[config.mk]
export PLATFORM = sky130hd
export DESIGN_NAME = flash_read_top
export DESIGN_NICKNAME = d
export VERILOG_FILES = /design/src/pkg/flash_read_pkg.sv /design/src/pkg/burst_seq_if.sv /design/src/hdl/burst_sequencer.sv /design/src/hdl/flash_read_top.sv
export SDC_FILE = /design/constraint.sdc
export NUM_CORES = 1
export LEC_CHECK = 0
export BUFFER_PORTS_ARGS = -buffer_cell sky130_fd_sc_hd__buf_2
export CORE_MARGIN = 10
export CORE_UTILIZATION = 40
export DETAILED_ROUTE_END_ITERATION = 7
export GPL_TIMING_DRIVEN = 1
export PLACE_DENSITY = 0.85
export SYNTH_ARGS = -nofsm -noshare
export SYNTH_HDL_FRONTEND = slang
export SYNTH_SLANG_ARGS = --single-unit
[constraint.sdc]
create_clock -name CLK -period 2.1 [get_ports CLK]
set_clock_uncertainty 0.2 [all_clocks]
set_input_delay 0.105 -clock CLK [delete_from_list [all_inputs] [get_ports CLK]]
set_output_delay 0.105 -clock CLK [all_outputs]
set_load 0.02 [all_outputs]
[src/pkg/flash_read_pkg.sv]
// shared constants and types for the burst flash read interface
package flash_read_pkg;

	// ==========================================================
	// widths
	localparam int ADDR_W  = 19;
	localparam int DATA_W  = 32;
	localparam int OFF_W   = 3;
	localparam int DLY_W   = 4;
	localparam int CNT_W   = 5;
	localparam int SECT_LO = 11;
	localparam int SECT_W  = 8;

	// ==========================================================
	// burst length select
	typedef logic [1:0] blen_t;
	localparam blen_t BLEN_2 = 2'h0;
	localparam blen_t BLEN_4 = 2'h1;
	localparam blen_t BLEN_8 = 2'h2;
	localparam logic [OFF_W-1:0] MASK_2 = 3'h1;
	localparam logic [OFF_W-1:0] MASK_4 = 3'h3;
	localparam logic [OFF_W-1:0] MASK_8 = 3'h7;

	// ==========================================================
	// initial delay: field 0 means this many clocks
	localparam logic [CNT_W-1:0] DELAY_BASE = 5'h02;
	localparam logic [CNT_W-1:0] CNT_ONE    = 5'h01;

	// ==========================================================
	// identification code select on low address bits
	localparam logic [3:0] SEL_MFR  = 4'h0;
	localparam logic [3:0] SEL_DEV1 = 4'h1;
	localparam logic [3:0] SEL_PROT = 4'h2;
	localparam logic [3:0] SEL_DEV2 = 4'he;
	localparam logic [3:0] SEL_DEV3 = 4'hf;
	localparam int         ID_A6    = 6;
	localparam int         ID_W     = 8;

	// ==========================================================
	// secured otp region size in double words
	localparam int OTP_WORDS = 64;

	// ==========================================================
	// configuration read layout: {delay, length, burst enable}
	localparam int CFG_EN_BIT  = 0;
	localparam int CFG_LEN_LO  = 1;
	localparam int CFG_DLY_LO  = 3;

	typedef enum logic [2:0] {
		SEQ_IDLE   = 3'h1,
		SEQ_WAIT   = 3'h2,
		SEQ_STREAM = 3'h4
	} seq_state_e;

endpackage : flash_read_pkg

[src/pkg/burst_seq_if.sv]
// carrier between the read front end and the burst sequencer
`timescale 1ns/1ps
interface burst_seq_if;
	import flash_read_pkg::*;

	logic                 start;
	logic                 abort;
	logic                 clk_rise;
	logic [OFF_W-1:0]     start_off;
	blen_t                len_sel;
	logic [DLY_W-1:0]     delay;
	logic                 active;
	logic                 fire;
	logic                 is_last;
	logic [OFF_W-1:0]     cur_off;

	modport ctl (
		output start, abort, clk_rise, start_off, len_sel, delay,
		input  active, fire, is_last, cur_off
	);
	modport seq (
		input  start, abort, clk_rise, start_off, len_sel, delay,
		output active, fire, is_last, cur_off
	);
endinterface : burst_seq_if

[src/hdl/burst_sequencer.sv]
// burst sequencer: initial delay count, wrapping offset, last-transfer mark
`timescale 1ns/1ps
module burst_sequencer
	import flash_read_pkg::*;
(
	// clock and reset
	input  wire logic clk,
	input  wire logic srst,
	// front end
	burst_seq_if.seq  b
);

	// ==========================================================
	// state
	seq_state_e           state_ff;
	logic [CNT_W-1:0]     cnt_ff;
	logic [OFF_W-1:0]     off_ff;
	logic [OFF_W-1:0]     last_ff;
	logic [OFF_W-1:0]     mask_ff;
	logic [OFF_W-1:0]     nxt_mask;
	logic [OFF_W-1:0]     nxt_off;
	logic [OFF_W-1:0]     start_last;

	always_comb begin
		unique case (b.len_sel)
			BLEN_2: nxt_mask = MASK_2;
			BLEN_4: nxt_mask = MASK_4;
			default: nxt_mask = MASK_8;
		endcase
	end

	// wrap inside the aligned group
	assign nxt_off = (off_ff & ~mask_ff) | ((off_ff + 3'h1) & mask_ff);
	assign start_last = (b.start_off & ~nxt_mask)
		| ((b.start_off - 3'h1) & nxt_mask);

	assign b.fire = b.clk_rise
		&& ((state_ff == SEQ_WAIT && cnt_ff == CNT_ONE)
		|| state_ff == SEQ_STREAM);
	assign b.is_last = (off_ff == last_ff);
	assign b.cur_off = off_ff;
	assign b.active  = (state_ff != SEQ_IDLE);

	// ==========================================================
	// sequencing
	always_ff @(posedge clk) begin
		if (srst || b.abort) begin
			state_ff <= SEQ_IDLE;
		end else if (b.start) begin
			state_ff <= SEQ_WAIT;
		end else if (b.fire) begin
			state_ff <= SEQ_STREAM;
		end
	end

	always_ff @(posedge clk) begin
		if (srst) begin
			cnt_ff <= DELAY_BASE;
		end else if (b.start) begin
			cnt_ff <= DELAY_BASE + {1'b0, b.delay};
		end else if (b.clk_rise && state_ff == SEQ_WAIT && cnt_ff != CNT_ONE) begin
			cnt_ff <= cnt_ff - CNT_ONE;
		end
	end

	// after the last transfer the offset returns to the start
	always_ff @(posedge clk) begin
		if (srst) begin
			off_ff  <= '0;
			last_ff <= '0;
			mask_ff <= MASK_8;
		end else if (b.start) begin
			off_ff  <= b.start_off;
			last_ff <= start_last;
			mask_ff <= nxt_mask;
		end else if (b.fire) begin
			off_ff <= nxt_off;
		end
	end

endmodule : burst_sequencer

[src/hdl/flash_read_top.sv]
// read side of a 32-bit burst flash: async reads, identification, bursts
//
// Functional notes
// - identification mode outputs codes on low byte
// - command sequence enters identification without voltage
// - power-up starts in asynchronous read mode
// - drive outputs only with select and gate
// - linear bursts of 2, 4, 8 wrap
// - initial delay selectable over clock counts
// - burst enabled means array reads burst
// - otp region read with array timing
// - config and protection reads stay single-cycle
// - end flag low on final transfer
// - keep clocking wraps to burst start
// - end flag floats when not asserted
// - start address, increment modulo length
// - chip deselect abandons burst, floats outputs
// - capture address at edge or valid rise
// - delay field zero gives two clocks
// - hardware reset ends burst, async mode
// - gate high floats pins, burst continues
`timescale 1ns/1ps
module flash_read_top
	import flash_read_pkg::*;
#(
	parameter logic [ID_W-1:0] MFR_CODE  = 8'h5a, // arbitrary value
	parameter logic [ID_W-1:0] DEV_CODE1 = 8'h11, // arbitrary value
	parameter logic [ID_W-1:0] DEV_CODE2 = 8'h22, // arbitrary value
	parameter logic [ID_W-1:0] DEV_CODE3 = 8'h33  // arbitrary value
)(
	// clock and reset
	input  wire logic                   CLK,
	input  wire logic                   SRST,
	// flash pins from the host
	input  wire logic                   RESET_N,
	input  wire logic                   CHIP_SELECT_N,
	input  wire logic                   OUTPUT_GATE_N,
	input  wire logic                   ADDRESS_VALID_N,
	input  wire logic                   BURST_CLK,
	input  wire logic                   ID_HIGH_VOLTAGE,
	input  wire logic [ADDR_W-1:0]      ADDR,
	// flash pins to the host
	output logic [DATA_W-1:0]           DQ,
	output logic                        DQ_OE_N,
	output logic                        BURST_END_FLAG_N,
	output logic                        BURST_END_FLAG_OE_N,
	// command decoder side
	input  wire logic                   ID_MODE,
	input  wire logic                   CFG_READ,
	input  wire logic                   CFG_WRITE,
	input  wire logic                   CFG_BURST_EN,
	input  wire blen_t                  CFG_LEN,
	input  wire logic [DLY_W-1:0]       CFG_DELAY,
	input  wire logic                   OTP_SELECT,
	input  wire logic [(1<<SECT_W)-1:0] SECTOR_PROTECT,
	// array read port, data one cycle after address
	output logic [ADDR_W-1:0]           ARRAY_ADDR,
	output logic                        ARRAY_OTP,
	input  wire logic [DATA_W-1:0]      ARRAY_RDATA
);

	// ==========================================================
	// pin synchronisers
	localparam int PIN_W = ADDR_W + 6;
	logic [PIN_W-1:0] pin_s1_ff;
	logic [PIN_W-1:0] pin_s2_ff;
	always_ff @(posedge CLK) begin
		pin_s1_ff <= {RESET_N, CHIP_SELECT_N, OUTPUT_GATE_N,
			ADDRESS_VALID_N, BURST_CLK, ID_HIGH_VOLTAGE, ADDR};
		pin_s2_ff <= pin_s1_ff;
	end

	logic              hw_rst;
	logic              ce;
	logic              oe;
	logic              adv_low;
	logic              bclk;
	logic              hv;
	logic [ADDR_W-1:0] addr;
	assign {hw_rst, ce, oe, adv_low, bclk, hv, addr} =
		{~pin_s2_ff[PIN_W-1], ~pin_s2_ff[PIN_W-2], ~pin_s2_ff[PIN_W-3],
		~pin_s2_ff[PIN_W-4], pin_s2_ff[PIN_W-5], pin_s2_ff[PIN_W-6],
		pin_s2_ff[ADDR_W-1:0]};

	logic bclk_d_ff;
	logic adv_low_d_ff;
	always_ff @(posedge CLK) begin
		bclk_d_ff    <= bclk;
		adv_low_d_ff <= adv_low;
	end
	logic bclk_rise;
	logic adv_rise;
	logic adv_fall;
	assign bclk_rise = bclk & ~bclk_d_ff;
	assign adv_rise  = adv_low_d_ff & ~adv_low;
	assign adv_fall  = adv_low & ~adv_low_d_ff;

	logic rst_all;
	assign rst_all = SRST || hw_rst;

	// ==========================================================
	// configuration, cleared to async mode by any reset
	logic        burst_en_ff;
	blen_t       len_ff;
	logic [DLY_W-1:0] dly_ff;
	always_ff @(posedge CLK) begin
		if (rst_all) begin
			burst_en_ff <= 1'b0;
			len_ff      <= BLEN_8;
			dly_ff      <= '0;
		end else if (CFG_WRITE) begin
			burst_en_ff <= CFG_BURST_EN;
			len_ff      <= CFG_LEN;
			dly_ff      <= CFG_DELAY;
		end
	end

	// identification and config reads never burst
	logic id_mode;
	logic burst_path;
	assign id_mode    = ID_MODE || hv;
	assign burst_path = burst_en_ff && !id_mode && !CFG_READ;

	// ==========================================================
	// burst start and abort
	burst_seq_if bi ();
	logic captured_ff;
	logic capture;
	// a valid fall on a clock rise restarts at once instead of dropping it
	assign capture = burst_path && ce && !hw_rst
		&& (!captured_ff || adv_fall)
		&& ((adv_low && bclk_rise) || adv_rise);

	always_ff @(posedge CLK) begin
		if (rst_all || !ce) begin
			captured_ff <= 1'b0;
		end else if (capture) begin
			captured_ff <= 1'b1;
		end else if (adv_fall) begin
			captured_ff <= 1'b0;
		end
	end

	logic [ADDR_W-1:0] base_ff;
	always_ff @(posedge CLK) begin
		if (rst_all) begin
			base_ff <= '0;
		end else if (capture) begin
			base_ff <= addr;
		end
	end

	// a second valid pulse discards the running burst
	assign bi.start     = capture;
	assign bi.abort     = hw_rst || !ce
		|| (adv_fall && !capture);
	assign bi.clk_rise  = bclk_rise && !capture;
	assign bi.start_off = addr[OFF_W-1:0];
	assign bi.len_sel   = len_ff;
	assign bi.delay     = dly_ff;

	burst_sequencer u_seq (
		.clk  (CLK),
		.srst (SRST),
		.b    (bi)
	);

	// ==========================================================
	// array addressing; otp region uses the same path
	always_ff @(posedge CLK) begin
		if (rst_all) begin
			ARRAY_ADDR <= '0;
			ARRAY_OTP  <= 1'b0;
		end else begin
			ARRAY_OTP <= OTP_SELECT;
			if (bi.active) begin
				ARRAY_ADDR <= {base_ff[ADDR_W-1:OFF_W], bi.cur_off};
			end else begin
				ARRAY_ADDR <= addr;
			end
		end
	end

	// ==========================================================
	// single-cycle read data: id codes, protection, config
	logic [3:0]        id_sel;
	logic [ID_W-1:0]   id_code;
	logic [DATA_W-1:0] single_data;
	assign id_sel = addr[3:0];
	always_comb begin
		unique case (id_sel)
			SEL_MFR:  id_code = MFR_CODE;
			SEL_DEV1: id_code = DEV_CODE1;
			SEL_DEV2: id_code = DEV_CODE2;
			SEL_DEV3: id_code = DEV_CODE3;
			SEL_PROT: id_code = {7'h00,
				SECTOR_PROTECT[addr[SECT_LO +: SECT_W]]};
			default:  id_code = '0;
		endcase
		// codes only answer with the selecting bit six low
		if (addr[ID_A6]) begin
			id_code = '0;
		end
	end

	always_comb begin
		single_data = '0;
		if (id_mode) begin
			single_data[ID_W-1:0] = id_code;
		end else if (CFG_READ) begin
			single_data[CFG_EN_BIT] = burst_en_ff;
			single_data[CFG_LEN_LO +: 2] = len_ff;
			single_data[CFG_DLY_LO +: DLY_W] = dly_ff;
		end else begin
			single_data = ARRAY_RDATA;
		end
	end

	// ==========================================================
	// data and end flag; gate high floats pins, sequencing runs on
	logic drive;
	logic end_low_ff;
	logic nxt_end_low;
	assign drive = ce && oe && !hw_rst;

	always_comb begin
		nxt_end_low = end_low_ff;
		if (!bi.active || bi.abort || bi.start) begin
			nxt_end_low = 1'b0;
		end else if (bi.fire) begin
			nxt_end_low = bi.is_last;
		end
	end

	always_ff @(posedge CLK) begin
		if (rst_all) begin
			end_low_ff <= 1'b0;
		end else begin
			end_low_ff <= nxt_end_low;
		end
	end

	always_ff @(posedge CLK) begin
		if (rst_all) begin
			DQ <= '0;
		end else if (!burst_path) begin
			DQ <= single_data;
		end else if (bi.fire) begin
			DQ <= ARRAY_RDATA;
		end
	end

	// the flag pin is only ever driven low
	always_ff @(posedge CLK) begin
		if (rst_all) begin
			DQ_OE_N             <= 1'b1;
			BURST_END_FLAG_N    <= 1'b1;
			BURST_END_FLAG_OE_N <= 1'b1;
		end else begin
			DQ_OE_N             <= !drive;
			BURST_END_FLAG_N    <= 1'b0;
			BURST_END_FLAG_OE_N <= !(drive && nxt_end_low);
		end
	end

endmodule : flash_read_top

=== Yosys cells after proc, flatten, opt, wreduce, memory -nomap -nowiden ===
Cells that the tools add are included.

* Add/sub/neg operators: 4
* $mul: 0
* Div/mod/pow operators: 0
* Magnitude comparators: 1
* Equal/unequal tests: 12
* Shifts and indexed selects: 0
* Mux-type cells: 23
* Bitwise gates (word level): 17
* Reductions and logical operators: 40

{| class="wikitable"
|+ Operator list
! operator !! number
|-
| $mux W32 || 2
|-
| $pmux W7 S5 || 1
|-
| $mux W25 || 1
|-
| $mux W24 || 1
|-
| $mux W19 || 1
|-
| $logic_and A1 B1 Y1 || 16
|-
| $mux W8 || 2
|-
| $and A3 B3 Y3 || 4
|-
| $logic_or A1 B1 Y1 || 11
|-
| $mux W5 || 2
|-
| $lt A8 B9 Y1 const B || 1
|-
| $bmux W1 S8 || 1
|-
| $eq A4 B4 Y1 const B || 2
|-
| $logic_not A1 Y1 || 7
|-
| $mux W7 || 1
|-
| $mux W1 || 6
|-
| $mux W3 || 2
|-
| $not A1 Y1 || 6
|-
| $not A3 Y3 || 2
|-
| $or A3 B3 Y3 || 2
|-
| $pmux W3 S2 || 1
|-
| $reduce_bool A2 Y1 || 3
|-
| $add A2 B4 Y5 const A || 1
|-
| $eq A5 B1 Y1 const B || 1
|-
| other kinds (17) || 20
|}

* Register bits: 152
* Bits in latches: 0
* Bits in writable memories: 0
* Bits in read-only memories: 0
* Input bits: 326
* Output and inout port bits: 55
* Word-level logic and storage cells: 119
* Memories: 0

=== Logic depth before layout (Yosys ltp) ===
* Word-level depth: 16
* Depth in mapped cells: 11
* Mapped depth without buffers: 9

=== Hierarchy ===
A second synthesis with hierarchy kept.

* Cells, all modules: 703
* Area, all modules: 7255.7 um^2

{| class="wikitable"
|+ By module, submodules not included
! module !! times used !! cells each !! area an instance (um^2) !! seq. area each (um^2)
|-
| flash_read_top || 1 || 604 || 6374.9 || 2642.5
|-
| burst_sequencer || 1 || 99 || 880.8 || 320.3
|}

=== Least setup slack after synthesis ===
No wires, ideal clock.

* Kind: reg2reg
* Start: reg pin_s2_ff[11]
* End: reg DQ[0]
* Library setup time: 0.116 ns
* Data arrival time: 2.063 ns
* Required time: 1.784 ns
* Path slack: -0.279 ns
* Cell stages (with the launch flop): 10
* Path buffers: 3
* Period minus slack after synthesis: 2.379 ns
* Cell sequence: dfxtp_1 > buf_6 > buf_6 > buf_2 > mux4_2 > mux2i_1 > a21oi_1 > o22ai_1 > o2111ai_1 > a31o_1

* Longest elaborated chain between the ends: 6

{| class="wikitable"
|+ RTL lines
! what !! line !! source
|-
| from (decl) || flash_read_top.sv:66 || <nowiki>logic [PIN_W-1:0] pin_s2_ff;</nowiki>
|-
| from (signal assigned) || flash_read_top.sv:70 || <nowiki>pin_s2_ff <= pin_s1_ff;</nowiki>
|-
| $bmux W1 S8 || flash_read_top.sv:197 || <nowiki>SECTOR_PROTECT[addr[SECT_LO +: SECT_W]]};</nowiki>
|-
| $mux W1 (implied by the code) || flash_read_top.sv:197 ||
|-
| $pmux W7 S5 || flash_read_top.sv:191 || <nowiki>unique case (id_sel)</nowiki>
|-
| $mux W8 || flash_read_top.sv:201 || <nowiki>if (addr[ID_A6]) begin</nowiki>
|-
| $mux W8 || flash_read_top.sv:208 || <nowiki>if (id_mode) begin</nowiki>
|-
| $mux W32 || flash_read_top.sv:246 || <nowiki>end else if (!burst_path) begin</nowiki>
|-
| to (signal assigned) || flash_read_top.sv:247 || <nowiki>DQ <= single_data;</nowiki>
|-
| to (decl) || flash_read_top.sv:43 || <nowiki>output logic [DATA_W-1:0] DQ,</nowiki>
|}

No other way between the ends. The select of a mux whose other input is x is not followed.
A chain may end at the register's enable or synchronous reset.

=== Final worst setup path ===
* Start: reg pin_s2_ff[12]
* End: reg DQ[0]

Same word-level chain as after synthesis.

==> flow_metrics.env <==
export IMPL_status="finished, violations left"
export IMPL_violations="setup timing"
export IMPL_max_cap_violations=0
export IMPL_synth_nets=1045
export IMPL_drt_iter0_drc=872
export IMPL_powerDensity_mw_per_mm2=603
export IMPL_avgSynthCellArea_sq_um=10.0
export IMPL_cp_arrival_ns=2.61
export IMPL_final_cells=1472
export IMPL_fmax_mhz=401
export IMPL_antenna_found_initial=3
export IMPL_hold_violations=0
export IMPL_critical_path_required_ns=2.22
export IMPL_ys_ff_latch=148
export IMPL_synth_edff_count=0
export IMPL_start_util_pct=41.0
export IMPL_syn_inst=711
export IMPL_cts_buffers=17
export IMPL_start_kind="register"
export IMPL_drc=0
export IMPL_grt_pass1_wl_um=52600
export IMPL_ys_types=59
export IMPL_htreeDepth=4
export IMPL_wl_per_cell_um=26.0
export IMPL_dieArea_sq_mm=0.0236
export IMPL_crit_path_max_fanout=6
export IMPL_hold_class="in2reg"
export IMPL_first_pass_iters=7
export IMPL_die_h_um=154
export IMPL_core_area_sq_mm=0.0174
export IMPL_viasPerCell=5.91
export IMPL_grt_max_degree=31
export IMPL_setup_viol=39
export IMPL_seq_area_frac_synth_pct=41.5
export IMPL_syn_area_sq_mm=0.00714
export IMPL_drive_gt1_share_pct=54.9
export IMPL_finalPower_mw=7.26
export IMPL_area_growth_pct=68.9
export IMPL_n_fill_cell=1179
export IMPL_die_w_um=154
export IMPL_yosysWarnings=0
export IMPL_grtUsageTotal_pct=28.4
export IMPL_slew_headroom_pct=58.3
export IMPL_clock_sinks=148
export IMPL_overflow=0
export IMPL_vias=8705
export IMPL_startpoint="pin_s2_ff[12]"
export IMPL_ys_flop_type="dfxtp_1"
export IMPL_ant_nets=0
export IMPL_layout_min_cycle_time_ns=2.49
export IMPL_row_count=48
export IMPL_grt_pass1_vias=9025
export IMPL_clock_latency_ns=0.43
export IMPL_wirelength_um=38300
export IMPL_r2r_start="pin_s2_ff[12]"
export IMPL_p_leak_nw=5.29
export IMPL_path_clk_slew_ns=0.06
export IMPL_synthArstFlopShare_pct=0
export IMPL_cts_tree="yes"
export IMPL_place_gp_congestion=0.960
export IMPL_clockBufferDepth=2
export IMPL_cts_root_buf="clkbuf_16"
export IMPL_numPortBuffers=380
export IMPL_nNetsFinal=1566
export IMPL_placedCellCount=1334
export IMPL_rsz0062_at_grt="true"
export IMPL_io_pins=381
export IMPL_drv_slew=0
export IMPL_ir_drop_uv=661
export IMPL_worstMarginPinSlew_ns=0.624
export IMPL_setup_ws_ns=-0.394
export IMPL_place_hpwl_um=24100
export IMPL_path_class="reg2reg"
export IMPL_min_from="ADDR[14]"
export IMPL_crit_path_end_kind="register"
export IMPL_fin_crit_sh_pct=119
-- kinds of logic (layout without fill, tap and decap cells) --
family,after synthesis,in the layout,synth area share (%)
fa+ha+maj,8,8,1.40
buf+inv,65,599,4.17
other cells,0,2,0
mux,95,95,23.7
compound gates,141,141,12.5
flops,148,148,41.5
xor+xnor,11,11,1.35
simple gates,243,243,15.3
-- sequential cells by signal (all words and copies together) (netlist names), 4 cells and up, named ones only --
signal	flops
bi.delay	4
base_ff	16
pin_s1_ff	25
ARRAY_ADDR	19
DQ	32
u_seq.cnt_ff	5
pin_s2_ff	25
-- critical path, cell delays in order, from the launching register on --
cell	delay, ns
dfxtp_4	0.41
buf_6	0.17
mux2_2	0.36
o2bb2ai_1	0.19
a2111oi_2	0.10
a2111oi_4	0.35
buf_4	0.17
nand3_1	0.08
o2111a_1	0.15
a31o_1	0.21
-- cell usage in the layout (no fill, tap or decap), drive strengths merged, types with 2 or more instances in the layout --
master,count
buf,481
dfxtp,148
nand2,125
dlygate4sd3,74
a21oi,72
mux4,58
nand3,39
nor2,36
mux2i,24
clkbuf,21
mux2,13
inv,13
a211oi,12
nor2b,10
o21ai,9
nor3,9
xor2,8
ha,8
o22ai,6
nand2b,6
a22oi,5
clkinv,5
a31oi,4
clkinvlp,4
a311oi,4
a221oi,4
nor4b,3
nand3b,3
a21boi,3
a211o,3
xnor2,3
a2111oi,3
diode,2
o211ai,2
or2,2
nand4,2
or3,2
nor4,2
o2111ai,2
-- report_power, final --
part           switching [mW]  leakage (nW)  internal (mW)
sequential             0.0705          1.22           2.89
clock                    1.30         0.268           1.68
combinational           0.589          3.80          0.733
total                    1.96          5.29           5.30
-- Yosys cell counts, drive strengths merged (5+ instances only) --
| cell | number | area [sq um] |
|---|---|---|
| ha | 8 | 100 |
| dfxtp | 148 | 2960 |
| buf | 21 | 133 |
| clkbuf | 34 | 128 |
| nor2b | 10 | 62.6 |
| o21ai | 9 | 45.0 |
| a21oi | 72 | 372 |
| mux2i | 24 | 240 |
| nand2b | 6 | 37.5 |
| nand3 | 39 | 195 |
| nor3 | 9 | 50.1 |
| xor2 | 8 | 70.1 |
| mux2 | 13 | 146 |
| a211oi | 12 | 90.1 |
| nand2 | 125 | 469 |
| nor2 | 36 | 138 |
| mux4 | 58 | 1310 |
| inv | 10 | 37.5 |
| a22oi | 5 | 37.5 |
| o22ai | 6 | 37.5 |
-- final cells by class --
cell class                      count  area, sq um  area share, %
Multi-Input combinational cell    498         4470           37.1
Timing Repair Buffer              557         3720           30.8
Tap cell                          225          282           2.34
Clock buffer                       19          443           3.68
Antenna cell                        2         5.00         0.0415
Inverter                           10         37.5          0.312
Sequential cell                   148         2970           24.7
Clock inverter                     13          125           1.04
-- path summary, 6_finish.rpt --
kind,end,slack (ns),cells after the start
max,DQ[0],-0.39,9
min,pin_s1_ff[14],0.11,2
max reg2reg,DQ[0],-0.39,9
min reg2reg,pin_s2_ff[15],0.13,0
-- layer usage --
| metal | wire (um) | vias to the layer above | global-route usage, % | share of wire [%] |
|---|---|---|---|---|
| met5 | 13 | - | 0 | 0.034 |
| met2 | 18400 | 753 | 47.3 | 48 |
| li1 | - | 3645 | - | - |
| met4 | 2220 | 2 | 14.8 | 5.8 |
| met1 | 13200 | 4105 | 30.9 | 35 |
| met3 | 4430 | 200 | 10.7 | 12 |
-- stage by stage --
step / worst slack (ns) / util (%) / hold WS (ns) / area, sq um / TNS [ns]
after floorplan: -0.209 / - / -0.0673 / 7190 / -0.303
after global routing: -0.496 / 69.2 / 0.113 / 12000 / -10.76
final: -0.394 / 69.2 / 0.112 / 12000 / -7.74
after CTS: -0.360 / 66.2 / 0.00363 / 11500 / -2.88
after global placement: -0.510 / 55.9 / 0.00749 / 9730 / -1.05
after detailed placement: -0.534 / 55.9 / 0.00861 / 9730 / -2.81
-- repair_timing --
action                                  4_1_cts  5_1_grt
pin swaps                                    56       39
cloned                                        3        2
setup buffers                                16       15
endpoints found under the setup margin       40       46
endpoints found under the hold margin        77        1
gates resized for setup                      58       96
hold buffers                                 73        1
Note: power is estimated with default switching activity, not from simulation.
